--- config.mk ---
export PLATFORM = sky130hd
export DESIGN_NAME = scmc_clock_mode_ctrl
export DESIGN_NICKNAME = d
export VERILOG_FILES = /design/src/hdl/scmc_pkg.sv /design/src/hdl/scmc_clock_mode_ctrl.sv /design/src/hdl/scmc_divider.sv
export SDC_FILE = /design/constraint.sdc
export NUM_CORES = 1
export LEC_CHECK = 0
export ABC_AREA = 1
export ABC_CLOCK_PERIOD_IN_PS = 4150
export BUFFER_PORTS_ARGS = -buffer_cell sky130_fd_sc_hd__buf_2
export CORE_ASPECT_RATIO = 1.2
export CORE_MARGIN = 2
export CORE_UTILIZATION = 29
export CTS_CLUSTER_DIAMETER = 50
export DETAILED_ROUTE_END_ITERATION = 12
export GPL_TIMING_DRIVEN = 1
export HOLD_SLACK_MARGIN = 0.03
export PLACE_DENSITY = 0.57
export SETUP_SLACK_MARGIN = 0.1
export SYNTH_ARGS = -nofsm -noshare
export SYNTH_HDL_FRONTEND = slang
export SYNTH_SLANG_ARGS = --single-unit
--- constraint.sdc ---
create_clock -name clk -period 4.15 [get_ports clk]
set_input_delay 0.2075 -clock clk [delete_from_list [all_inputs] [get_ports clk]]
set_output_delay 0.2075 -clock clk [all_outputs]
set_load 0.03 [all_outputs]
--- src/hdl/scmc_pkg.sv ---
package scmc_pkg;

  // clock figures
  localparam int CLK_PERIOD_NS = 10;

  // timing generator structure
  localparam int PRESCALE_BITS = 2;
  localparam int DIV_STAGES = 21;
  localparam int LOW_STAGES = 6;
  localparam int HIGH_STAGES = DIV_STAGES - LOW_STAGES;

  // divider tap used as the stop warm-up end, tap for the divider pulse pin
  localparam int WARMUP_TAP = 14;
  localparam int DVO_TAP = 10;

  // machine cycle shape
  localparam int STATES_PER_MC = 4;
  localparam logic [1:0] MC_LAST_STATE = 2'h3;
  localparam logic [3:0] INSTR_MIN_MC = 4'h1;
  localparam logic [3:0] INSTR_MAX_MC = 4'hA;

  // reset values
  localparam logic [PRESCALE_BITS-1:0] PRESCALE_RST = 2'h0;
  localparam logic [LOW_STAGES-1:0] LOW_DIV_RST = 6'h00;
  localparam logic [HIGH_STAGES-1:0] HIGH_DIV_RST = 15'h0000;
  localparam logic [1:0] MC_STATE_RST = 2'h0;
  localparam logic [3:0] INSTR_CNT_RST = 4'h0;

  // operating modes
  typedef enum logic [3:0] {
    MODE_SINGLE_RUN  = 4'h0,
    MODE_SINGLE_IDLE = 4'h1,
    MODE_TIMER_IDLE  = 4'h2,
    MODE_DUAL_FAST   = 4'h3,
    MODE_DUAL_IDLE   = 4'h4,
    MODE_DUAL_SLOW   = 4'h5,
    MODE_SLOW_ONLY   = 4'h6,
    MODE_SLEEP_TIMER = 4'h7,
    MODE_SLEEP_SLOW  = 4'h8,
    MODE_SLEEP_DUAL  = 4'h9,
    MODE_STOP        = 4'hA,
    MODE_WARMUP      = 4'hB
  } scmc_mode_t;

  localparam scmc_mode_t MODE_RST = MODE_SINGLE_RUN;

endpackage

--- src/hdl/scmc_clock_mode_ctrl.sv ---
// Operation
// two-stage prescaler drives 21-stage divider, main clock and machine cycle counters
// prescaler and divider clear on reset, STOP entry and STOP release
// stage seven input chosen from mode, main clock select and source select
// slow modes ignore source select; slow clock feeds stage seven
// warm-up after STOP from fast mode feeds stage seven from stage six
// software never sets source select while in single-clock mode
// software sets source select only after slow oscillator is stable
// machine cycle is four states, one main clock each
// instructions take one to ten whole machine cycles
// single-clock mode runs fast oscillator only; slow pins are ports
// reset leaves device in single-clock normal mode
// idle request in single-clock halts core and watchdog, peripherals run
// any interrupt ends single-clock idle; serviced first when master enable set
// master enable clear: resume at next instruction, no interrupt taken
// timing halt stops core and all peripheral clocks except base timer
// base timer source falling edge ends timing halt, back to normal
// halt ignores timer enable; timer irq needs master, irq and timer enables
// halt entered with timer enabled sets timer interrupt latch on return
// dual-clock runs both oscillators; main clock fast or slow per mode
// software enables slow oscillator early to reach dual-clock mode
// dual fast run: core on fast clock, peripherals on either clock
// main clock select moves between dual fast and dual slow run
// fast enable clear in dual slow gives slow-only; stages 1-6 stop
// wake requests arriving while core clock is gated are latched; code holds only a request met on the idle entry cycle
`timescale 1ns/1ps
`default_nettype none
module scmc_clock_mode_ctrl
  import scmc_pkg::*;
(
  input wire logic clk,
  input wire logic nrst,
  input wire logic fast_clock_tick,
  input wire logic slow_clock_tick,
  input wire logic idle_req,
  input wire logic timing_gen_halt,
  input wire logic stop_req,
  input wire logic stop_release,
  input wire logic main_clock_select,
  input wire logic fast_osc_enable,
  input wire logic slow_osc_enable,
  input wire logic stage_seven_source_select,
  input wire logic irq_req,
  input wire logic interrupt_master_enable,
  input wire logic base_timer_enable,
  input wire logic base_timer_irq_enable,
  input wire logic base_timer_src,
  input wire logic base_timer_irq_ack,
  input wire logic [3:0] instr_cycles,
  output scmc_mode_t mode,
  output logic fast_osc_run,
  output logic slow_osc_run,
  output logic slow_pins_as_port,
  output logic core_clk_en,
  output logic periph_clk_en,
  output logic base_timer_clk_en,
  output logic [1:0] mc_state,
  output logic instr_done,
  output logic wake_take_irq,
  output logic wake_resume_next,
  output logic base_timer_interrupt,
  output logic base_timer_irq_service,
  output logic divider_pulse_out,
  output logic [DIV_STAGES-1:0] div_value
);

  scmc_mode_t mode_ff, nxt_mode;
  scmc_mode_t stop_ret_ff, nxt_stop_ret;
  logic stop_from_fast_ff, nxt_stop_from_fast;
  logic wake_pend_ff, nxt_wake_pend;
  logic bt_armed_ff, nxt_bt_armed;
  logic bt_src_ff, nxt_bt_src;
  logic bt_latch_ff, nxt_bt_latch;
  logic take_irq_ff, nxt_take_irq;
  logic resume_ff, nxt_resume;
  logic [1:0] mc_state_ff, nxt_mc_state;
  logic [3:0] instr_cnt_ff, nxt_instr_cnt;
  logic [3:0] instr_len_ff, nxt_instr_len;
  logic instr_done_ff, nxt_instr_done;
  logic dvo_ff, nxt_dvo;

  logic is_slow, is_fast, core_runs, wake_idle, halt_idle;
  logic wake_now, bt_fall, warm_done, div_clear, idle_entry;
  logic main_tick, pre_tick, low_run, s7_from_six, s7_ext_tick;
  logic stage6_carry;
  logic [3:0] len_clamped;

  // mode classes
  always_comb begin
    is_slow = (mode_ff == MODE_DUAL_SLOW) || (mode_ff == MODE_SLOW_ONLY) ||
              (mode_ff == MODE_SLEEP_TIMER) || (mode_ff == MODE_SLEEP_SLOW) ||
              (mode_ff == MODE_SLEEP_DUAL);
    is_fast = (mode_ff == MODE_SINGLE_RUN) || (mode_ff == MODE_SINGLE_IDLE) ||
              (mode_ff == MODE_TIMER_IDLE) || (mode_ff == MODE_DUAL_FAST) ||
              (mode_ff == MODE_DUAL_IDLE);
    core_runs = (mode_ff == MODE_SINGLE_RUN) || (mode_ff == MODE_DUAL_FAST) ||
                (mode_ff == MODE_DUAL_SLOW) || (mode_ff == MODE_SLOW_ONLY);
    wake_idle = (mode_ff == MODE_SINGLE_IDLE) || (mode_ff == MODE_DUAL_IDLE) ||
                (mode_ff == MODE_SLEEP_SLOW) || (mode_ff == MODE_SLEEP_DUAL);
    halt_idle = (mode_ff == MODE_TIMER_IDLE) || (mode_ff == MODE_SLEEP_TIMER);
  end

  // wake request seen now or held from the idle entry cycle
  assign wake_now = irq_req || wake_pend_ff;
  // falling edge of the base timer source, sampled on clk
  assign bt_fall = bt_src_ff && !base_timer_src;
  assign warm_done = div_value[WARMUP_TAP];

  // mode sequencing
  always_comb begin
    nxt_mode = mode_ff;
    nxt_stop_ret = stop_ret_ff;
    nxt_stop_from_fast = stop_from_fast_ff;
    unique case (mode_ff)
      MODE_SINGLE_RUN: begin
        if (stop_req) begin
          nxt_mode = MODE_STOP;
        end else if (timing_gen_halt) begin
          nxt_mode = MODE_TIMER_IDLE;
        end else if (idle_req) begin
          nxt_mode = MODE_SINGLE_IDLE;
        end else if (slow_osc_enable) begin
          nxt_mode = MODE_DUAL_FAST;
        end
      end
      MODE_SINGLE_IDLE: begin
        if (wake_now) begin
          nxt_mode = MODE_SINGLE_RUN;
        end
      end
      MODE_TIMER_IDLE: begin
        if (bt_fall) begin
          nxt_mode = MODE_SINGLE_RUN;
        end
      end
      MODE_DUAL_FAST: begin
        if (stop_req) begin
          nxt_mode = MODE_STOP;
        end else if (main_clock_select) begin
          nxt_mode = MODE_DUAL_SLOW;
        end else if (idle_req) begin
          nxt_mode = MODE_DUAL_IDLE;
        end else if (!slow_osc_enable) begin
          nxt_mode = MODE_SINGLE_RUN;
        end
      end
      MODE_DUAL_IDLE: begin
        if (wake_now) begin
          nxt_mode = MODE_DUAL_FAST;
        end
      end
      MODE_DUAL_SLOW: begin
        if (stop_req) begin
          nxt_mode = MODE_STOP;
        end else if (!main_clock_select) begin
          nxt_mode = MODE_DUAL_FAST;
        end else if (!fast_osc_enable) begin
          nxt_mode = MODE_SLOW_ONLY;
        end else if (idle_req) begin
          nxt_mode = MODE_SLEEP_DUAL;
        end
      end
      MODE_SLOW_ONLY: begin
        if (stop_req) begin
          nxt_mode = MODE_STOP;
        end else if (fast_osc_enable) begin
          nxt_mode = MODE_DUAL_SLOW;
        end else if (timing_gen_halt) begin
          nxt_mode = MODE_SLEEP_TIMER;
        end else if (idle_req) begin
          nxt_mode = MODE_SLEEP_SLOW;
        end
      end
      MODE_SLEEP_TIMER: begin
        if (bt_fall) begin
          nxt_mode = MODE_SLOW_ONLY;
        end
      end
      MODE_SLEEP_SLOW: begin
        if (wake_now) begin
          nxt_mode = MODE_SLOW_ONLY;
        end
      end
      MODE_SLEEP_DUAL: begin
        if (wake_now) begin
          nxt_mode = MODE_DUAL_SLOW;
        end
      end
      MODE_STOP: begin
        if (stop_release) begin
          nxt_mode = MODE_WARMUP;
        end
      end
      MODE_WARMUP: begin
        if (warm_done) begin
          nxt_mode = stop_ret_ff;
        end
      end
      default: begin
        nxt_mode = MODE_RST;
      end
    endcase
    // remember where stop came from, for warm-up feed and return
    if (core_runs && stop_req) begin
      nxt_stop_ret = mode_ff;
      nxt_stop_from_fast = is_fast;
    end
  end

  always_ff @(posedge clk) begin
    if (!nrst) begin
      mode_ff <= MODE_RST;
      stop_ret_ff <= MODE_RST;
      stop_from_fast_ff <= 1'b1;
    end else begin
      mode_ff <= nxt_mode;
      stop_ret_ff <= nxt_stop_ret;
      stop_from_fast_ff <= nxt_stop_from_fast;
    end
  end

  // clock feeds for the divider; stop kills all oscillators
  always_comb begin
    div_clear = ((mode_ff != MODE_STOP) && (nxt_mode == MODE_STOP)) ||
                ((mode_ff == MODE_STOP) && stop_release);
    pre_tick = (mode_ff != MODE_STOP) && fast_clock_tick && fast_osc_run;
    low_run = (mode_ff != MODE_SLOW_ONLY) && (mode_ff != MODE_SLEEP_SLOW) &&
              (mode_ff != MODE_SLEEP_TIMER);
    s7_ext_tick = (mode_ff != MODE_STOP) && slow_clock_tick;
    if (is_slow) begin
      s7_from_six = 1'b0;
    end else if ((mode_ff == MODE_WARMUP) && stop_from_fast_ff) begin
      s7_from_six = 1'b1;
    end else if (mode_ff == MODE_WARMUP) begin
      s7_from_six = 1'b0;
    end else begin
      s7_from_six = !stage_seven_source_select;
    end
  end

  scmc_divider u_divider (
    .clk(clk),
    .nrst(nrst),
    .clear(div_clear),
    .pre_tick(pre_tick),
    .low_run(low_run),
    .stage7_from_six(s7_from_six),
    .stage7_ext_tick(s7_ext_tick),
    .div_value(div_value),
    .stage6_carry(stage6_carry)
  );

  // main clock: fast in fast modes, slow in slow modes, none in stop
  always_comb begin
    main_tick = is_fast ? fast_clock_tick : (is_slow ? slow_clock_tick : 1'b0);
    core_clk_en = main_tick && core_runs;
    periph_clk_en = main_tick && !halt_idle;
    base_timer_clk_en = main_tick;
    fast_osc_run = (mode_ff != MODE_STOP) && (mode_ff != MODE_SLOW_ONLY) &&
                   (mode_ff != MODE_SLEEP_SLOW) && (mode_ff != MODE_SLEEP_TIMER);
    slow_osc_run = (mode_ff != MODE_STOP) && (mode_ff != MODE_SINGLE_RUN) &&
                   (mode_ff != MODE_SINGLE_IDLE) && (mode_ff != MODE_TIMER_IDLE);
    slow_pins_as_port = !slow_osc_run && (mode_ff != MODE_STOP);
  end

  // machine cycle states and instruction length count
  always_comb begin
    len_clamped = instr_cycles;
    if (instr_cycles < INSTR_MIN_MC) begin
      len_clamped = INSTR_MIN_MC;
    end else if (instr_cycles > INSTR_MAX_MC) begin
      len_clamped = INSTR_MAX_MC;
    end
    nxt_mc_state = mc_state_ff;
    nxt_instr_cnt = instr_cnt_ff;
    nxt_instr_len = instr_len_ff;
    nxt_instr_done = 1'b0;
    if (core_clk_en) begin
      nxt_mc_state = mc_state_ff + 1'b1;
      if (mc_state_ff == MC_STATE_RST && instr_cnt_ff == INSTR_CNT_RST) begin
        nxt_instr_len = len_clamped;
      end
      if (mc_state_ff == MC_LAST_STATE) begin
        if (instr_cnt_ff + 4'h1 >= instr_len_ff) begin
          nxt_instr_cnt = INSTR_CNT_RST;
          nxt_instr_done = 1'b1;
        end else begin
          nxt_instr_cnt = instr_cnt_ff + 4'h1;
        end
      end
    end
  end

  always_ff @(posedge clk) begin
    if (!nrst) begin
      mc_state_ff <= MC_STATE_RST;
      instr_cnt_ff <= INSTR_CNT_RST;
      instr_len_ff <= INSTR_MIN_MC;
      instr_done_ff <= 1'b0;
    end else begin
      mc_state_ff <= nxt_mc_state;
      instr_cnt_ff <= nxt_instr_cnt;
      instr_len_ff <= nxt_instr_len;
      instr_done_ff <= nxt_instr_done;
    end
  end

  // wake latch, resume decision and base timer latch; sets win over clears
  always_comb begin
    // a request met at idle entry would be lost; hold it one cycle
    idle_entry = (nxt_mode == MODE_SINGLE_IDLE) || (nxt_mode == MODE_DUAL_IDLE) ||
                 (nxt_mode == MODE_SLEEP_SLOW) || (nxt_mode == MODE_SLEEP_DUAL);
    nxt_wake_pend = !wake_idle && irq_req && idle_entry;
    nxt_take_irq = wake_idle && wake_now && interrupt_master_enable;
    nxt_resume = wake_idle && wake_now && !interrupt_master_enable;
    nxt_bt_armed = bt_armed_ff;
    if (core_runs && timing_gen_halt) begin
      nxt_bt_armed = base_timer_enable;
    end
    nxt_bt_src = base_timer_src;
    nxt_bt_latch = bt_latch_ff;
    if (base_timer_irq_ack) begin
      nxt_bt_latch = 1'b0;
    end
    if (halt_idle && bt_fall && bt_armed_ff) begin
      nxt_bt_latch = 1'b1;
    end
    nxt_dvo = div_value[DVO_TAP];
  end

  always_ff @(posedge clk) begin
    if (!nrst) begin
      wake_pend_ff <= 1'b0;
      take_irq_ff <= 1'b0;
      resume_ff <= 1'b0;
      bt_armed_ff <= 1'b0;
      bt_src_ff <= 1'b0;
      bt_latch_ff <= 1'b0;
      dvo_ff <= 1'b0;
    end else begin
      wake_pend_ff <= nxt_wake_pend;
      take_irq_ff <= nxt_take_irq;
      resume_ff <= nxt_resume;
      bt_armed_ff <= nxt_bt_armed;
      bt_src_ff <= nxt_bt_src;
      bt_latch_ff <= nxt_bt_latch;
      dvo_ff <= nxt_dvo;
    end
  end

  assign mode = mode_ff;
  assign mc_state = mc_state_ff;
  assign instr_done = instr_done_ff;
  assign wake_take_irq = take_irq_ff;
  assign wake_resume_next = resume_ff;
  assign base_timer_interrupt = bt_latch_ff;
  // service needs all three enables; the halt itself ignores them
  assign base_timer_irq_service = bt_latch_ff && interrupt_master_enable &&
                                  base_timer_irq_enable && base_timer_enable;
  assign divider_pulse_out = dvo_ff;

  a_reset_mode: assert property (@(posedge clk)
    !nrst |=> mode_ff == MODE_SINGLE_RUN)
    else $error("mode not single run after reset");

  a_stop_clears_div: assert property (@(posedge clk) disable iff (!nrst)
    (mode_ff == MODE_STOP && stop_release) |=> div_value == '0)
    else $error("divider not cleared on stop release");

  a_s7_select: assert property (@(posedge clk) disable iff (!nrst)
    (mode_ff == MODE_DUAL_FAST && stage_seven_source_select && !slow_clock_tick && !stop_req)
      |=> $stable(div_value[DIV_STAGES-1:LOW_STAGES]))
    else $error("stage seven ignores source select");

  a_slow_feed_s7: assert property (@(posedge clk) disable iff (!nrst)
    (is_slow && !slow_clock_tick && !stop_req) |=> $stable(div_value[DIV_STAGES-1:LOW_STAGES]))
    else $error("stage seven not fed from slow clock in slow mode");

  a_warm_feed_six: assert property (@(posedge clk) disable iff (!nrst)
    (mode_ff == MODE_WARMUP && stop_from_fast_ff) |-> s7_from_six)
    else $error("warm-up from fast mode not fed from stage six");

  a_mc_four_states: assert property (@(posedge clk) disable iff (!nrst)
    (core_clk_en && mc_state_ff == MC_LAST_STATE) |=> mc_state_ff == MC_STATE_RST)
    else $error("machine cycle not four states");

  a_idle_core_gated: assert property (@(posedge clk) disable iff (!nrst)
    (mode_ff == MODE_SINGLE_IDLE) |-> !core_clk_en && (periph_clk_en == fast_clock_tick))
    else $error("single idle clock gating wrong");

  a_idle_wake: assert property (@(posedge clk) disable iff (!nrst)
    (mode_ff == MODE_SINGLE_IDLE && irq_req) |=>
      mode_ff == MODE_SINGLE_RUN && (wake_take_irq == $past(interrupt_master_enable)))
    else $error("single idle did not wake on interrupt");

  a_idle_resume: assert property (@(posedge clk) disable iff (!nrst)
    (wake_idle && wake_now && !interrupt_master_enable) |=> wake_resume_next && !wake_take_irq)
    else $error("resume without interrupt missing");

  a_halt_periph_off: assert property (@(posedge clk) disable iff (!nrst)
    halt_idle |-> !periph_clk_en && !core_clk_en)
    else $error("peripheral clock running in timing halt");

  a_halt_release: assert property (@(posedge clk) disable iff (!nrst)
    (mode_ff == MODE_TIMER_IDLE && bt_fall) |=> mode_ff == MODE_SINGLE_RUN ##0
      (base_timer_interrupt || !$past(bt_armed_ff)))
    else $error("timing halt release wrong");

  a_slow_low_stop: assert property (@(posedge clk) disable iff (!nrst)
    (mode_ff == MODE_SLOW_ONLY && !stop_req) |->
      !stage6_carry ##1 $stable(div_value[LOW_STAGES-1:0]))
    else $error("low stages running in slow-only mode");

endmodule // scmc_clock_mode_ctrl
`default_nettype wire

--- src/hdl/scmc_divider.sv ---
`timescale 1ns/1ps
`default_nettype none
// prescaler plus divider, stages 1-6 gated, stage 7 input chosen outside
module scmc_divider
  import scmc_pkg::*;
(
  input wire logic clk,
  input wire logic nrst,
  input wire logic clear,
  input wire logic pre_tick,
  input wire logic low_run,
  input wire logic stage7_from_six,
  input wire logic stage7_ext_tick,
  output logic [DIV_STAGES-1:0] div_value,
  output logic stage6_carry
);

  logic [PRESCALE_BITS-1:0] pre_ff, nxt_pre;
  logic [LOW_STAGES-1:0] low_ff, nxt_low;
  logic [HIGH_STAGES-1:0] high_ff, nxt_high;
  logic pre_out;
  logic stage7_in;

  // prescaler feeds stage 1; stages 1-6 stop when the low chain is gated
  always_comb begin
    pre_out = pre_tick && (pre_ff == '1);
    stage6_carry = pre_out && low_run && (low_ff == '1);
    stage7_in = stage7_from_six ? stage6_carry : stage7_ext_tick;
    nxt_pre = pre_ff;
    nxt_low = low_ff;
    nxt_high = high_ff;
    if (clear) begin
      nxt_pre = PRESCALE_RST;
      nxt_low = LOW_DIV_RST;
      nxt_high = HIGH_DIV_RST;
    end else begin
      if (pre_tick) begin
        nxt_pre = pre_ff + 1'b1;
      end
      if (pre_out && low_run) begin
        nxt_low = low_ff + 1'b1;
      end
      if (stage7_in) begin
        nxt_high = high_ff + 1'b1;
      end
    end
  end

  always_ff @(posedge clk) begin
    if (!nrst) begin
      pre_ff <= PRESCALE_RST;
      low_ff <= LOW_DIV_RST;
      high_ff <= HIGH_DIV_RST;
    end else begin
      pre_ff <= nxt_pre;
      low_ff <= nxt_low;
      high_ff <= nxt_high;
    end
  end

  assign div_value = {high_ff, low_ff};

endmodule // scmc_divider
`default_nettype wire

== Yosys cells after proc, flatten, opt, wreduce, memory -nomap -nowiden ==
Index checks and enable logic that the tools add are counted.

* Register bits after elaboration: 50
* Output and inout port bits: 39
* Logic and storage cells: 157

* Reduce and logical (&&, ||, !) cells: 69
* $add $sub $neg: 5
* Eq/ne operators: 25
* Order comparisons: 3
* Bitwise logic cells: 1
* Multiplexer cells: 37

{| class="wikitable"
|+ Operators by type and width
! cell !! number
|-
| 4-bit two-way mux || 27
|-
| 4-bit one-hot mux with 12 select lines || 1
|-
| 1-bit logical AND || 34
|-
| 4-bit == test (second input constant) || 7
|-
| 4-bit by 3-bit == test with 1-bit output (second input constant) || 5
|-
| 1-bit logical OR || 20
|-
| 15-bit by 1-bit adder with 15-bit output (second input constant) || 1
|-
| 1-bit two-way mux || 9
|-
| 4-bit by 1-bit == test with 1-bit output (second input constant) || 2
|-
| 4-bit by 2-bit == test with 1-bit output (second input constant) || 2
|-
| 4-bit logical NOT || 2
|-
| 4-bit by 3-bit inequality test with 1-bit output (second input constant) || 2
|-
| 4-bit inequality test (second input constant) || 2
|-
| 6-bit by 1-bit adder with 6-bit output (second input constant) || 1
|-
| 6-bit == test (second input constant) || 1
|-
| 1-bit logical NOT || 6
|-
| 2-bit by 1-bit adder with 2-bit output (second input constant) || 2
|-
| 4-bit by 1-bit adder with 4-bit output (second input constant) || 1
|-
| 2-bit == test (second input constant) || 2
|-
| 4-bit greater-or-equal comparator || 1
|-
| 4-bit > comparator (second input constant) || 1
|-
| 4-bit by 1-bit less-than comparator with 1-bit output (second input constant) || 1
|-
| 4-bit by 1-bit inequality test with 1-bit output (second input constant) || 1
|-
| 4-bit by 2-bit inequality test with 1-bit output (second input constant) || 1
|-
| other kinds (7) || 8
|}

== Depth between registers and ports, before layout ==
Gate-level depths: netlist (run 1).

* Word-level depth: 10
* Depth in mapped cells: 15
* Mapped depth without buffers: 13

== By module ==
From an unflattened synthesis (run 1), not the netlist that was laid out.

* Cells, all modules: 478
* Area, all modules: 3076.7 sq um

{| class="wikitable"
|+ By module, submodules not included
! module !! instances !! area an instance (sq um) !! sequential area each (sq um) !! cells each
|-
| scmc_clock_mode_ctrl || 1 || 1815.5 || 540.5 || 296
|-
| scmc_divider || 1 || 1261.2 || 460.4 || 182
|}

== Worst setup path before layout (run 1) ==
No wires, ideal clock.

* Path kind: flip-flop to flip-flop
* Start point: reg mode_ff[0] (netlist: mode[0])
* End point: reg instr_len_ff[1]
* Setup time: 119 ps
* Cell stages (with the launch flop): 12
* Slack: 2029 ps
* Required time: 4031 ps
* Arrival: 2002 ps
* Cell sequence: dfxtp_1 -> buf_2 -> nor2_2 -> inv_1 -> nor2_2 -> o21ai_1 -> nand2_1 -> nand2_1 -> inv_2 -> nand2_2 -> o21ai_0 -> a21oi_1

* Longest elaborated chain between the ends: 9

{| class="wikitable"
|+ Ends and longest elaborated chain
! what !! line !! source
|-
| from (decl) || scmc_clock_mode_ctrl.sv:67 || <nowiki>scmc_mode_t mode_ff, nxt_mode;</nowiki>
|-
| from (signal assigned) || scmc_clock_mode_ctrl.sv:216 || <nowiki>mode_ff <= nxt_mode;</nowiki>
|-
| 4-bit by 3-bit == test with 1-bit output || scmc_clock_mode_ctrl.sv:90 || <nowiki>is_slow = (mode_ff == MODE_DUAL_SLOW) || (mode_ff == MODE_SLOW_ONLY) ||</nowiki>
|-
| 1-bit logical OR (2 in a row) || scmc_clock_mode_ctrl.sv:90 ||
|-
| 1-bit logical OR (2 in a row) || scmc_clock_mode_ctrl.sv:91 || <nowiki>(mode_ff == MODE_SLEEP_TIMER) || (mode_ff == MODE_SLEEP_SLOW) ||</nowiki>
|-
| 1-bit two-way mux || scmc_clock_mode_ctrl.sv:255 || <nowiki>main_tick = is_fast ? fast_clock_tick : (is_slow ? slow_clock_tick : 1'b0);</nowiki>
|-
| 1-bit two-way mux * || scmc_clock_mode_ctrl.sv:255 ||
|-
| net base_timer_clk_en || scmc_clock_mode_ctrl.sv:56 || <nowiki>output logic base_timer_clk_en,</nowiki>
|-
| 1-bit logical AND * || scmc_clock_mode_ctrl.sv:256 || <nowiki>core_clk_en = main_tick && core_runs;</nowiki>
|-
| net core_clk_en || scmc_clock_mode_ctrl.sv:54 || <nowiki>output logic core_clk_en,</nowiki>
|-
| 2-bit AND reduction (no source line) * || n/a ||
|-
| to (signal assigned) || scmc_clock_mode_ctrl.sv:303 || <nowiki>instr_len_ff <= nxt_instr_len;</nowiki>
|-
| to (decl) || scmc_clock_mode_ctrl.sv:78 || <nowiki>logic [3:0] instr_len_ff, nxt_instr_len;</nowiki>
|}

Mark *: on every way through the listed nets, which the timed path passes. The rest lies on a longest branch.
A chain may end at the register's enable or synchronous reset.

== Worst setup path in the final report (run 1) ==
* Start point: reg mode_ff[0] (netlist: mode[0])
* End point: out core_clk_en

* Longest elaborated chain between the ends: 8

{| class="wikitable"
|+ Ends and longest elaborated chain
! what !! line
|-
| 4-bit by 3-bit == test with 1-bit output || scmc_clock_mode_ctrl.sv:90, scmc_clock_mode_ctrl.sv:97
|-
| 1-bit logical OR (2 in a row) || scmc_clock_mode_ctrl.sv:90
|-
| 1-bit logical OR (2 in a row) || scmc_clock_mode_ctrl.sv:91
|-
| 1-bit two-way mux (2 in a row) || scmc_clock_mode_ctrl.sv:255
|-
| 1-bit logical AND * || scmc_clock_mode_ctrl.sv:256
|-
| to (decl) || scmc_clock_mode_ctrl.sv:54
|}

Mark *: on every way between the ends. The rest lies on a longest branch, timed or not.

==> results of run 1 <==
[layout make-up]
| type | instances | area, um2 | area share (%) |
|---|---|---|---|
| Multi-Input combinational cell | 377 | 1850 | 49.5 |
| Timing Repair Buffer | 60 | 300 | 8.03 |
| Inverter | 73 | 274 | 7.33 |
| Clock buffer | 5 | 125 | 3.35 |
| Sequential cell | 50 | 1000 | 26.8 |
| Tap cell | 129 | 161 | 4.32 |
| Clock inverter | 3 | 25.0 | 0.670 |
[cell usage in the layout (no fill, tap or decap)]
| master | synthesis | routed |
|---|---|---|
| nand3_2 | 1 | 1 |
| o21ai_1 | 4 | 4 |
| clkbuf_16 | 0 | 5 |
| nor2_2 | 6 | 6 |
| nand3b_1 | 3 | 3 |
| nand2_1 | 145 | 145 |
| nor2_1 | 78 | 78 |
| nand3_4 | 1 | 1 |
| xnor2_1 | 7 | 7 |
| o211ai_1 | 2 | 2 |
| nand3_1 | 42 | 42 |
| and2_1 | 1 | 1 |
| nor2_4 | 2 | 2 |
| clkinvlp_4 | 0 | 1 |
| xor2_1 | 12 | 12 |
| inv_2 | 7 | 7 |
| nand2_2 | 7 | 7 |
| mux2_2 | 1 | 1 |
| nand4_1 | 6 | 6 |
| a21oi_1 | 18 | 18 |
| nor3_1 | 7 | 7 |
| dfxtp_1 | 50 | 50 |
| o21ai_0 | 20 | 20 |
| nand2_4 | 2 | 2 |
| inv_6 | 0 | 1 |
| inv_1 | 66 | 66 |
| buf_2 | 3 | 60 |
| o21a_1 | 1 | 1 |
| clkinv_4 | 0 | 1 |
| ha_1 | 11 | 11 |
[stage by stage]
stage          worst slack [ns]  util (%)  cell area (um2)  cells  hold WS, ns
3_5_place_dp               1.90      33.8             3590    689        0.403
5_1_grt                    1.64      35.2             3740    697        0.104
4_1_cts                    1.86      35.2             3740    697        0.102
6_report                   1.81      35.2             3740    697        0.107
2_1_floorplan              2.03         -             3190    510        0.280
3_3_place_gp               1.89      33.8             3590    689        0.395
[Yosys cell counts (all sizes together)]
library cell	number	share of area, %
dfxtp	50	31
o21ai	24	3.8
xnor2	7	1.9
mux2	1	0.35
nand3b	3	0.71
inv	73	8.6
buf	7	1.5
nor2	86	11
and2	1	0.20
o21a	1	0.24
clkbuf	3	0.35
a21oi	18	2.8
xor2	12	3.3
nand3	44	7.5
o211ai	2	0.47
nand4	6	1.2
nand2	154	19
ha	11	4.3
nor3	7	1.1
[how the worst max path moves through the flow]
| stage | start | to | slack, ns | depth (start not counted) |
|---|---|---|---|---|
| floorplan | mode[0]$_SDFF_PN0_ | instr_len_ff[1]$_SDFFE_PN0P_ | 2.03 | 11 |
| global placement | mode[0]$_SDFF_PN0_ | u_divider.high_ff[5]$_SDFFE_PP0P_ | 1.89 | 10 |
| CTS | mode[0]$_SDFF_PN0_ | core_clk_en | 1.86 | 8 |
| global route | mode[0]$_SDFF_PN0_ | u_divider.high_ff[10]$_SDFFE_PP0P_ | 1.64 | 10 |
| finish | mode[0]$_SDFF_PN0_ | core_clk_en | 1.81 | 6 |
| detailed placement | mode[0]$_SDFF_PN0_ | u_divider.high_ff[10]$_SDFFE_PP0P_ | 1.90 | 10 |
[cell families (layout without fill, tap and decap cells)]
group	Yosys count	count (layout)
and+or+nand+nor	301	301
buffers and inverters	83	141
xor gates and xnor gates	19	19
AOI/OAI and AO/OA	45	45
adders and majority gates	11	11
DFF	50	50
muxes	1	1
[power by group through the flow]
stage,combinational [uW],sequential (uW),clock [uW]
2_1_floorplan,596,667,0
3_3_place_gp,845,626,0
3_5_place_dp,851,628,0
4_1_cts,854,617,427
5_1_grt,951,629,450
6_report,848,618,412
[flip-flops by register name (all words and copies together) (netlist names), 2 cells and up]
signal,count
instr_cnt_ff,4
instr_len_ff,4
mode,4
mc_state,2
u_divider.high_ff,15
stop_ret_ff,4
u_divider.pre_ff,2
u_divider.low_ff,6
[routing by layer]
metal  part of all wire, %  track usage (%)
met5                     0                0
met4                   1.6             3.68
met3                   5.1             2.11
met2                    48             24.7
met1                    45             17.9
==> key figures, run 1 <==
Run status
  – Status: finished clean

Power
  – Switching power: 851 uW
  – Comb pwr share: 45.2%
  – Pwr dens: 502 nW/um2
  – Seq pwr share: 32.9%
  – Standby leakage power: 0.00188 uW
  – Internal Pwr Total: 1030 uW
  – Clock power frac: 21.9%
  – Max VDD drop: 0.000307 V
  – Sw Ratio: 45.3%
  – Tot Pwr: 1880 uW

Worst setup path
  – Worst EP required: 3.94 ns
  – CP top delay family: simple AND/OR/NAND/NOR gates
  – Worst r2r src: mode[0]$_SDFF_PN0_
  – Startpoint Class: flip-flop
  – Slowest CP cell: dfxtp_1
  – FF-to-FF End: u_divider.low_ff[2]$_SDFFE_PP0P_
  – Largest fanout on the critical path: 11
  – Worst EP arrival: 2.13 ns
  – Critical path class: flip-flop to primary output
  – CP peak stage delay: 0.59 ns
  – Buf/Inv on CP: 2
  – R2r setup slk: 1.87 ns
  – Cell Chain, Critical Path: nand2_1, nor2_1, nand3b_1, nand2_1, inv_2, buf_2
  – Crit path top cell by count: nand2_1
  – Path depth of the worst reg2reg path: 11
  – Crit. End Element: primary output

Placed design
  – Port-buffer cells: 60
  – Global placement routability congestion: 0.924
  – Post-DP HPWL: 6380 um

Global routing
  – Vias in the first global route: 3050
  – Total grt overflow: 0
  – First-pass GRT wire length: 13900 um
  – Largest net degree at the start of global routing: 24
  – Antenna violations before repair: 0
  – GRT Total Usage: 14.1%

Timing
  – Rel. slew slack: 69.6%
  – Final hold violation count: 0
  – Setup TNS: 0 ns
  – RSZ-0062 raised after global routing: no
  – Worst-Margin Slew: 0.456 ns
  – Final Skew: 0.00496 ns
  – Final setup viols: 0
  – Crit path time final: 2.34 ns
  – Max-slew violation count: 0
  – FMAX: 428 MHz
  – Final Cycle Share: 56.3%

Hold path
  – Worst hold path type: input pin to flip-flop
  – Hold Crit Depth: 2
  – Hold EP: wake_resume_next$_SDFF_PN0_
  – Hold wc startpoint: interrupt_master_enable

Final layout
  – Share of cells above drive strength 1: 16.7%
  – NumNets Final: 600
  – Layout fillers: 1147
  – Layout area overhead: 17.3%
  – Diodes inserted: 0

CTS
  – Htree depth: 2
  – Post-CTS Resized: 0
  – Bufs on Longest Clock Path: 2
  – CTS clk-pin slew, worst paths: 0.07 ns
  – Setup Fix Bufs, Post-CTS: 0
  – CTS Hold Bufs: 0
  – Clk_lat worst skew: 0.28 ns
  – CTS Sinks: 50
  – Inserted Clock Buffers: 5
  – CTS tree: yes
  – Root Buffer: clkbuf_16

Die
  – Die area: 11800 um2
  – Height of the die: 119 um
  – Row Count: 41
  – Initial core utilization: 30.0%
  – Io pins: 61
  – Die W: 99.7 um
  – CORE AREA: 10600 um2

Drt
  – Residual DRC: 0
  – Via count: 3247
  – Initial DRC Count: 178
  – DRT antenna net count: 0
  – DR vias/cell: 4.66
  – DR WL/cell: 11.8 um
  – Detailed-router iteration count before antenna repair: 4
  – DRT Wirelength: 8250 um

Yosys
  – Area share of xor/xnor cells in the synthesized design: 5.22%
  – Mapped Cells: 510
  – Mapped cell area: 3190 um2
  – Mux contribution to synthesized area: 0.353%
  – Post-synthesis compound-gate area fraction: 7.31%
  – Syn Nets: 543
  – Post-Synth Simple-Gate Area: 40.9%
  – FF+latch count, synth: 50
  – Synthesized area per cell: 6.25 um2
  – Yosys cell types: 29
  – Post-Synth Adder-Cell Area: 4.32%
  – Register area share after synthesis: 31.4%
  – Syn. warnings: 0
  – Largest family of logic cells by synthesized area: simple AND/OR/NAND/NOR gates

Job
  – Max Cap Viol: 0
Power figures use the tool's default switching activity.
==> run 2: changes to the inputs <==
ABC_AREA = 0   (was 1)
ABC_CLOCK_PERIOD_IN_PS = 2130   (was 4150)
PLACE_DENSITY = 0.59   (was 0.57)
clock period = 2.13 ns   (was 4.15 ns; I/O delays follow)
==> run 2 against run 1 <==
  * Combinational power up 140%
  * Die area down 5.3%
  * Highest routed layer unchanged
  * Synthesized area down 5.5%
  * Via count down 9.4%
  * Power up 120%
  * Largest cell class unchanged
  * First-iteration DRC count down 2.2%
==> key figures, run 2 <==
CTS
  – Htree depth: 2 (unchanged)
  – Bufs on Longest Clock Path: 2 (unchanged)
  – CTS Sinks: 50 (unchanged)
  – CTS tree: yes
  – Root Buffer: clkbuf_16
  – Clk_lat worst skew: 0.29 ns (about the same)
  – Inserted Clock Buffers: 5 (unchanged)
  – CTS clk-pin slew, worst paths: 0.07 ns (about the same)

Run status
  – Status: finished clean

Yosys
  – Mapped cell area: 3010 um2 (-5.5%)
  – Count leader, synth: dfxtp_1
  – Synthesized area per cell: 8.60 um2 (+38%)
  – Syn. warnings: 0 (unchanged)
  – Synth area leaders: dfxtp_1 33%, xor2_1 5.2%, nor2_1 5.1%
  – Ys flop type: dfxtp_1
  – Synth top area share: 33.2% (+1.8 points)
  – Syn Nets: 383 (-29%)
  – Number of synthesized flops with an enable pin: 0 (unchanged)
  – Register area share after synthesis: 33.2% (+1.8 points)
  – Mapped Cells: 350 (-31%)
  – Yosys cell types: 66 (+130%)
  – Post-synth top area cell: dfxtp_1
  – FF+latch count, synth: 50 (unchanged)
  – Asr flop ratio synth: 0% (unchanged)
  – Commonest cells in the netlist: 50 x dfxtp_1, 41 x nor2_1, 22 x nand2_1

Global routing
  – Largest net degree at the start of global routing: 24 (unchanged)
  – GRT Total Usage: 14.3% (+0.27 points)
  – Antenna violations before repair: 0 (unchanged)
  – Vias in the first global route: 2814 (-7.7%)
  – Total grt overflow: 0 (unchanged)
  – First-pass GRT wire length: 13300 um (-3.9%)

Final layout
  – Layout fillers: 1022 (-11%)
  – Layout area overhead: 36.8%
  – Multi-input gate area: 1970 um2 (+6.2%)
  – Most frequent cells in the layout: 60 x buf_2, 44 x buf_4, 39 x dfxtp_1
  – Share of cells above drive strength 1: 36.6% (+20 points)
  – Register area: 1020 um2 (+2.4%)
  – Diodes inserted: 0 (unchanged)
  – Biggest regs: u_divider.high_ff (15), u_divider.low_ff (6)
  – Number of flip-flops in the largest register: 15 (unchanged)
  – Commonest non-fill, non-tap cell in the layout: buf_2
  – Utilization after layout: 40.9% (+5.8 points)
  – Top reg by flops: u_divider.high_ff
  – NumNets Final: 485 (-19%)

Die
  – Die area: 11200 um2 (-5.3%)
  – Height of the die: 116 um (-2.7%)
  – Initial core utilization: 29.9% (-0.061 points)
  – Row Count: 40 (-2.4%)
  – Io pins: 61 (unchanged)
  – Die W: 97.0 um (-2.7%)
  – CORE AREA: 10100 um2 (-5.3%)

Worst setup path
  – Crit. End Element: flip-flop
  – Startpoint Class: flip-flop
  – Worst EP required: 2.35 ns (-1.59 ns)
  – Critical path class: flip-flop to flip-flop
  – Worst EP arrival: 2.31 ns (+0.18 ns)
  – Largest fanout on the critical path: 23 (+12)

Drt
  – Initial DRC Count: 174 (-2.2%)
  – DRT antenna net count: 0 (unchanged)
  – DR WL/cell: 14.2 um (+20%)
  – DRT Wirelength: 8230 um (-0.22%)
  – Residual DRC: 0 (unchanged)
  – Via count: 2943 (-9.4%)
  – DR vias/cell: 5.08 (+9.1%)
  – Detailed-router iteration count before antenna repair: 4 (unchanged)

Timing
  – Rel. slew slack: 75.9% (+6.3 points)
  – Final setup viols: 0 (unchanged)
  – Setup TNS: 0 ns (unchanged)
  – FMAX: 479 MHz
  – Final Skew: 0.00969 ns (+0.00473 ns)
  – Crit path time final: 2.09 ns
  – Final hold violation count: 0 (unchanged)
  – Worst-Margin Slew: 0.352 ns (-0.104 ns)
  – RSZ-0062 raised after global routing: yes
  – Final Cycle Share: 98.0%
  – Max-slew violation count: 0 (unchanged)

Power
  – Max VDD drop: 0.000526 V (+71%)
  – Standby leakage power: 0.00174 uW (-7.4%)
  – Pwr dens: 1000 nW/um2 (+100%)

Job
  – Max Cap Viol: 0 (unchanged)

Placed design
  – Port-buffer cells: 60 (unchanged)
  – Global placement routability congestion: 0.907 (-1.9%)
  – Post-DP HPWL: 6200 um (-2.9%)

Hold path
  – Worst hold path type: input pin to flip-flop
run 2: per-stage QoR:
step | power, uW | worst slack, ns | hold WS (ns) | cell area, um2 | instances
2_1_floorplan | 2410 | 0.000497 | 0.179 | 3040 | 350
3_5_place_dp | 3110 | -0.0149 | 0.304 | 3750 | 561
4_1_cts | 4090 | 0.0573 | 0.0498 | 4010 | 578
5_1_grt | 4360 | -0.00501 | 0.0596 | 4120 | 579
3_3_place_gp | 3080 | 0.0146 | 0.300 | 3750 | 561
6_report | 4130 | 0.0428 | 0.0476 | 4120 | 579
run 2: worst paths after layout:
| path | start | end | slack (ns) | cells past startpoint |
|---|---|---|---|---|
| hold / removal | base_timer_src | bt_src_ff$_SDFF_PN0_ | 0.05 | 2 |
| hold reg to reg | stop_ret_ff[1]$_SDFFE_PN0P_ | stop_ret_ff[1]$_SDFFE_PN0P_ | 0.47 | 2 |
| setup reg to reg | mode[0]$_SDFF_PN0_ | u_divider.pre_ff[0]$_SDFFE_PP0P_ | 0.04 | 8 |
| setup / recovery | mode[0]$_SDFF_PN0_ | u_divider.pre_ff[0]$_SDFFE_PP0P_ | 0.04 | 8 |
run 2: final cells by class:
cell class	instances	share of cell area [%]
multi-input combinational	265	47.7
clock buffer	6	3.13
timing repair buffer	111	17.8
inverter	19	1.73
tap	126	3.83
clock inverter	2	0.881
sequential	50	24.9
run 2: routing by layer:
layer,GRT usage [%],vias to the layer above,part of all wire (%)
li1,-,1454,-
met1,17.6,1388,44
met2,25.4,89,50
met3,2.71,12,4.4
met4,4.79,0,1.7
met5,0,-,0
run 2: kinds of logic after synthesis:
group / Yosys count / share of synthesized area (%)
compound gates: 74 / 18.8
xor+xnor: 26 / 8.02
fa+ha+maj: 12 / 4.90
buf+inv: 35 / 5.57
flops: 50 / 33.2
mux: 8 / 2.70
simple gates: 145 / 26.8
run 2: worst max-delay path: stages, from the launching register on:
cell      delay, ns
dfxtp_4        0.39
buf_12         0.15
and4bb_2       0.25
nand4_1        0.09
nand4_1        0.09
or4_4          0.52
a41o_1         0.23
buf_12         0.17
nor2_1         0.11
run 2: what timing repair did:
item                       CTS  global route
gates resized for setup      7            27
setup buffers                8             1
hold buffers                 1             0
hold endpoints to repair     1             0
setup endpoints to repair   24            33
pin swaps                    4            10
run 2: power breakdown:
group | leakage [uW] | total (uW) | internal [uW] | switching, uW
Sequential | 0.000411 | 1160 | 1050 | 108
Clock | 0.0000814 | 922 | 556 | 366
Combinational | 0.00125 | 2050 | 923 | 1130
==> run 3: changes to the inputs <==
--- a/config.mk
+++ b/config.mk
@@ -10,5 +10,5 @@
 export BUFFER_PORTS_ARGS = -buffer_cell sky130_fd_sc_hd__buf_2
 export CORE_ASPECT_RATIO = 1.2
-export CORE_MARGIN = 2
+export CORE_MARGIN = 8
 export CORE_UTILIZATION = 29
 export CTS_CLUSTER_DIAMETER = 50
==> constraint.sdc (replaced) <==
create_clock -name clk -period 2.13 [get_ports clk]
set_input_delay 0.3195 -clock clk [delete_from_list [all_inputs] [get_ports clk]]
set_output_delay 0.3195 -clock clk [all_outputs]
set_load 0.03 [all_outputs]
==> run 3 against run 2 <==
  * Clock-buffer cell count rose by 1
  * Power increased by 11%
  * Critical path type unchanged
  * Clock skew decreased by 0.0031 ns
==> key figures, run 3 (synthesized netlist as in run 2, its figures left out) <==
Worst setup path
  – R2r setup slk: 0.05 ns (about the same)
  – Cell Chain, Critical Path: buf_6, and4bb_2, nand4_1, nand4_1, or4_4, a41o_4, clkbuf_16, nor2_1
  – Worst r2r src: mode[3]$_SDFF_PN0_
  – FF-to-FF End: u_divider.high_ff[4]$_SDFFE_PP0P_
  – Critical path depth: 8 (unchanged)
  – CP top delay family: simple AND/OR/NAND/NOR gates
  – CP peak stage delay: 0.51 ns (about the same)
  – Worst EP arrival: 2.31 ns (about the same)
  – Buf/Inv on CP: 2 (unchanged)
  – Critical path class: flip-flop to flip-flop
  – Slowest CP cell: or4_4
  – Path depth of the worst reg2reg path: 8 (unchanged)
  – Startpoint Class: flip-flop
  – Crit. End Element: flip-flop
  – Crit path top cell by count: nand4_1
  – Largest fanout on the critical path: 8 (-65%)
  – Worst EP required: 2.36 ns (about the same)

Die
  – Io pins: 61 (unchanged)
  – Row Count: 40 (unchanged)
  – CORE AREA: 10100 um2 (unchanged)
  – Initial core utilization: 29.9% (unchanged)
  – Die area: 13900 um2 (+24%)
  – Die W: 109 um (+12%)
  – Height of the die: 128 um (+10%)

Drt
  – DRT antenna net count: 0 (unchanged)
  – Initial DRC Count: 112 (-36%)
  – Detailed-router iteration count before antenna repair: 4 (unchanged)
  – Via count: 2975 (+1.1%)
  – DR WL/cell: 15.3 um (+7.8%)
  – DRT Wirelength: 9010 um (+9.5%)
  – Residual DRC: 0 (unchanged)
  – DR vias/cell: 5.06 (-0.46%)

Power
  – Max VDD drop: 0.000499 V (-5.2%)
  – Pwr dens: 1050 nW/um2 (+4.9%)
  – Standby leakage power: 0.00185 uW (+6.3%)

Timing
  – Final hold violation count: 0 (unchanged)
  – Final setup viols: 0 (unchanged)
  – Final Cycle Share: 97.6% (-0.36 points)
  – Final Skew: 0.00660 ns (-0.00309 ns)
  – Setup TNS: 0 ns (unchanged)
  – Worst-Margin Slew: 0.410 ns (+0.0577 ns)
  – FMAX: 481 MHz (+0.37%)
  – Crit path time final: 2.08 ns (-0.00772 ns)
  – RSZ-0062 raised after global routing: yes
  – Rel. slew slack: 72.3% (-3.6 points)
  – Worst setup margin: 0.0506 ns (+0.00772 ns)
  – Max-slew violation count: 0 (unchanged)

Final layout
  – Fin area: 4370 um2 (+6.0%)
  – Number of flip-flops in the largest register: 15 (unchanged)
  – NumNets Final: 494 (+1.9%)
  – Top reg by flops: u_divider.high_ff
  – Most frequent cells in the layout: 56 x buf_2, 49 x buf_4, 39 x dfxtp_1
  – Diodes inserted: 0 (unchanged)
  – Layout fillers: 1005 (-1.7%)
  – Share of cells above drive strength 1: 41.3% (+4.7 points)
  – Commonest non-fill, non-tap cell in the layout: buf_2
  – Utilization after layout: 43.4% (+2.5 points)
  – Layout area overhead: 45.0%
  – Biggest regs: u_divider.high_ff (15), u_divider.low_ff (6)

Global routing
  – Vias in the first global route: 3012 (+7.0%)
  – First-pass GRT wire length: 14600 um (+9.2%)
  – Antenna violations before repair: 0 (unchanged)
  – GRT Total Usage: 12.9% (-1.4 points)
  – Total grt overflow: 0 (unchanged)
  – Largest net degree at the start of global routing: 23 (-4.2%)

CTS
  – Inserted Clock Buffers: 5 (unchanged)
  – CTS tree: yes
  – Clk_lat worst skew: 0.29 ns (about the same)
  – Htree depth: 2 (unchanged)
  – CTS clk-pin slew, worst paths: 0.07 ns (about the same)
  – CTS Sinks: 50 (unchanged)
  – CTS Hold Bufs: 0 (-1)
  – Bufs on Longest Clock Path: 2 (unchanged)
  – Root Buffer: clkbuf_16

Job
  – Max Cap Viol: 0 (unchanged)

Hold path
  – Hold wc startpoint: interrupt_master_enable
  – Hold Crit Depth: 2 (unchanged)
  – Hold EP: wake_resume_next$_SDFF_PN0_
  – Worst hold path type: input pin to flip-flop

Placed design
  – Post-place setup slack: -0.108 ns (-0.0927 ns)
  – Post-DP HPWL: 6530 um (+5.4%)
  – Global placement routability congestion: 0.877 (-3.2%)
  – Area after DPL: 3750 um2 (unchanged)
  – Port-buffer cells: 60 (unchanged)

Run status
  – Status: finished clean
## run 3: cell count changes in the layout (fill, tap and decap cells not counted), sizes merged
cell,change
inv,-1
dlygate4sd3,-1
buf,+8
clkbuf,+3
## run 3: through the flow
| step | power, uW | cells | hold slack, ns |
|---|---|---|---|
| after floorplan | 2410 | 350 | 0.392 |
| after global placement | 3090 | 561 | 0.457 |
| after detailed placement | 3110 | 561 | 0.462 |
| after CTS | 4380 | 583 | 0.209 |
| after global routing | 4860 | 588 | 0.224 |
| final | 4600 | 588 | 0.210 |
## run 3: layout make-up
cell class                 count  area [um2]  share of cell area (%)
tap                          126         158                    3.61
inverter                      19        71.3                    1.63
timing repair buffer         120         878                    20.1
clock buffer                   7         164                    3.75
multi-input combinational    265        2040                    46.7
clock inverter                 1        30.0                   0.688
sequential                    50        1020                    23.5
## run 3: metal layers
layer / GRT usage, % / up-vias / routed length (um)
met5: 0 / - / 0
met4: 3.87 / 0 / 183
met3: 2.57 / 15 / 442
met2: 22.2 / 72 / 4420
met1: 15.6 / 1417 / 3970
li1: - / 1471 / -
## run 3: worst max-delay path by stage
stage | from | to | slack, ns
finish | mode[3]$_SDFF_PN0_ | u_divider.high_ff[4]$_SDFFE_PP0P_ | 0.05
global route | mode[3]$_SDFF_PN0_ | u_divider.high_ff[7]$_SDFFE_PP0P_ | -0.03
CTS | mode[2]$_SDFF_PN0_ | u_divider.high_ff[9]$_SDFFE_PP0P_ | 0.05
detailed placement | mode[2]$_SDFF_PN0_ | u_divider.high_ff[9]$_SDFFE_PP0P_ | -0.11
global placement | mode[2]$_SDFF_PN0_ | u_divider.high_ff[9]$_SDFFE_PP0P_ | -0.04
floorplan | mode[0]$_SDFF_PN0_ | u_divider.high_ff[14]$_SDFFE_PP0P_ | 0.0005
## run 3: repair_timing
item,4_1_cts,5_1_grt
resized for setup,26,41
endpoints found under the setup margin,27,33
buffers inserted,13,4
gates cloned,1,1
pin swaps,7,8
## run 3: power by group
group | switching [uW] | leakage (uW) | internal (uW) | total [uW]
sequential | 110 | 0.000411 | 1050 | 1160
combinational | 1240 | 0.00134 | 1170 | 2410
clock | 363 | 0.0000953 | 658 | 1020
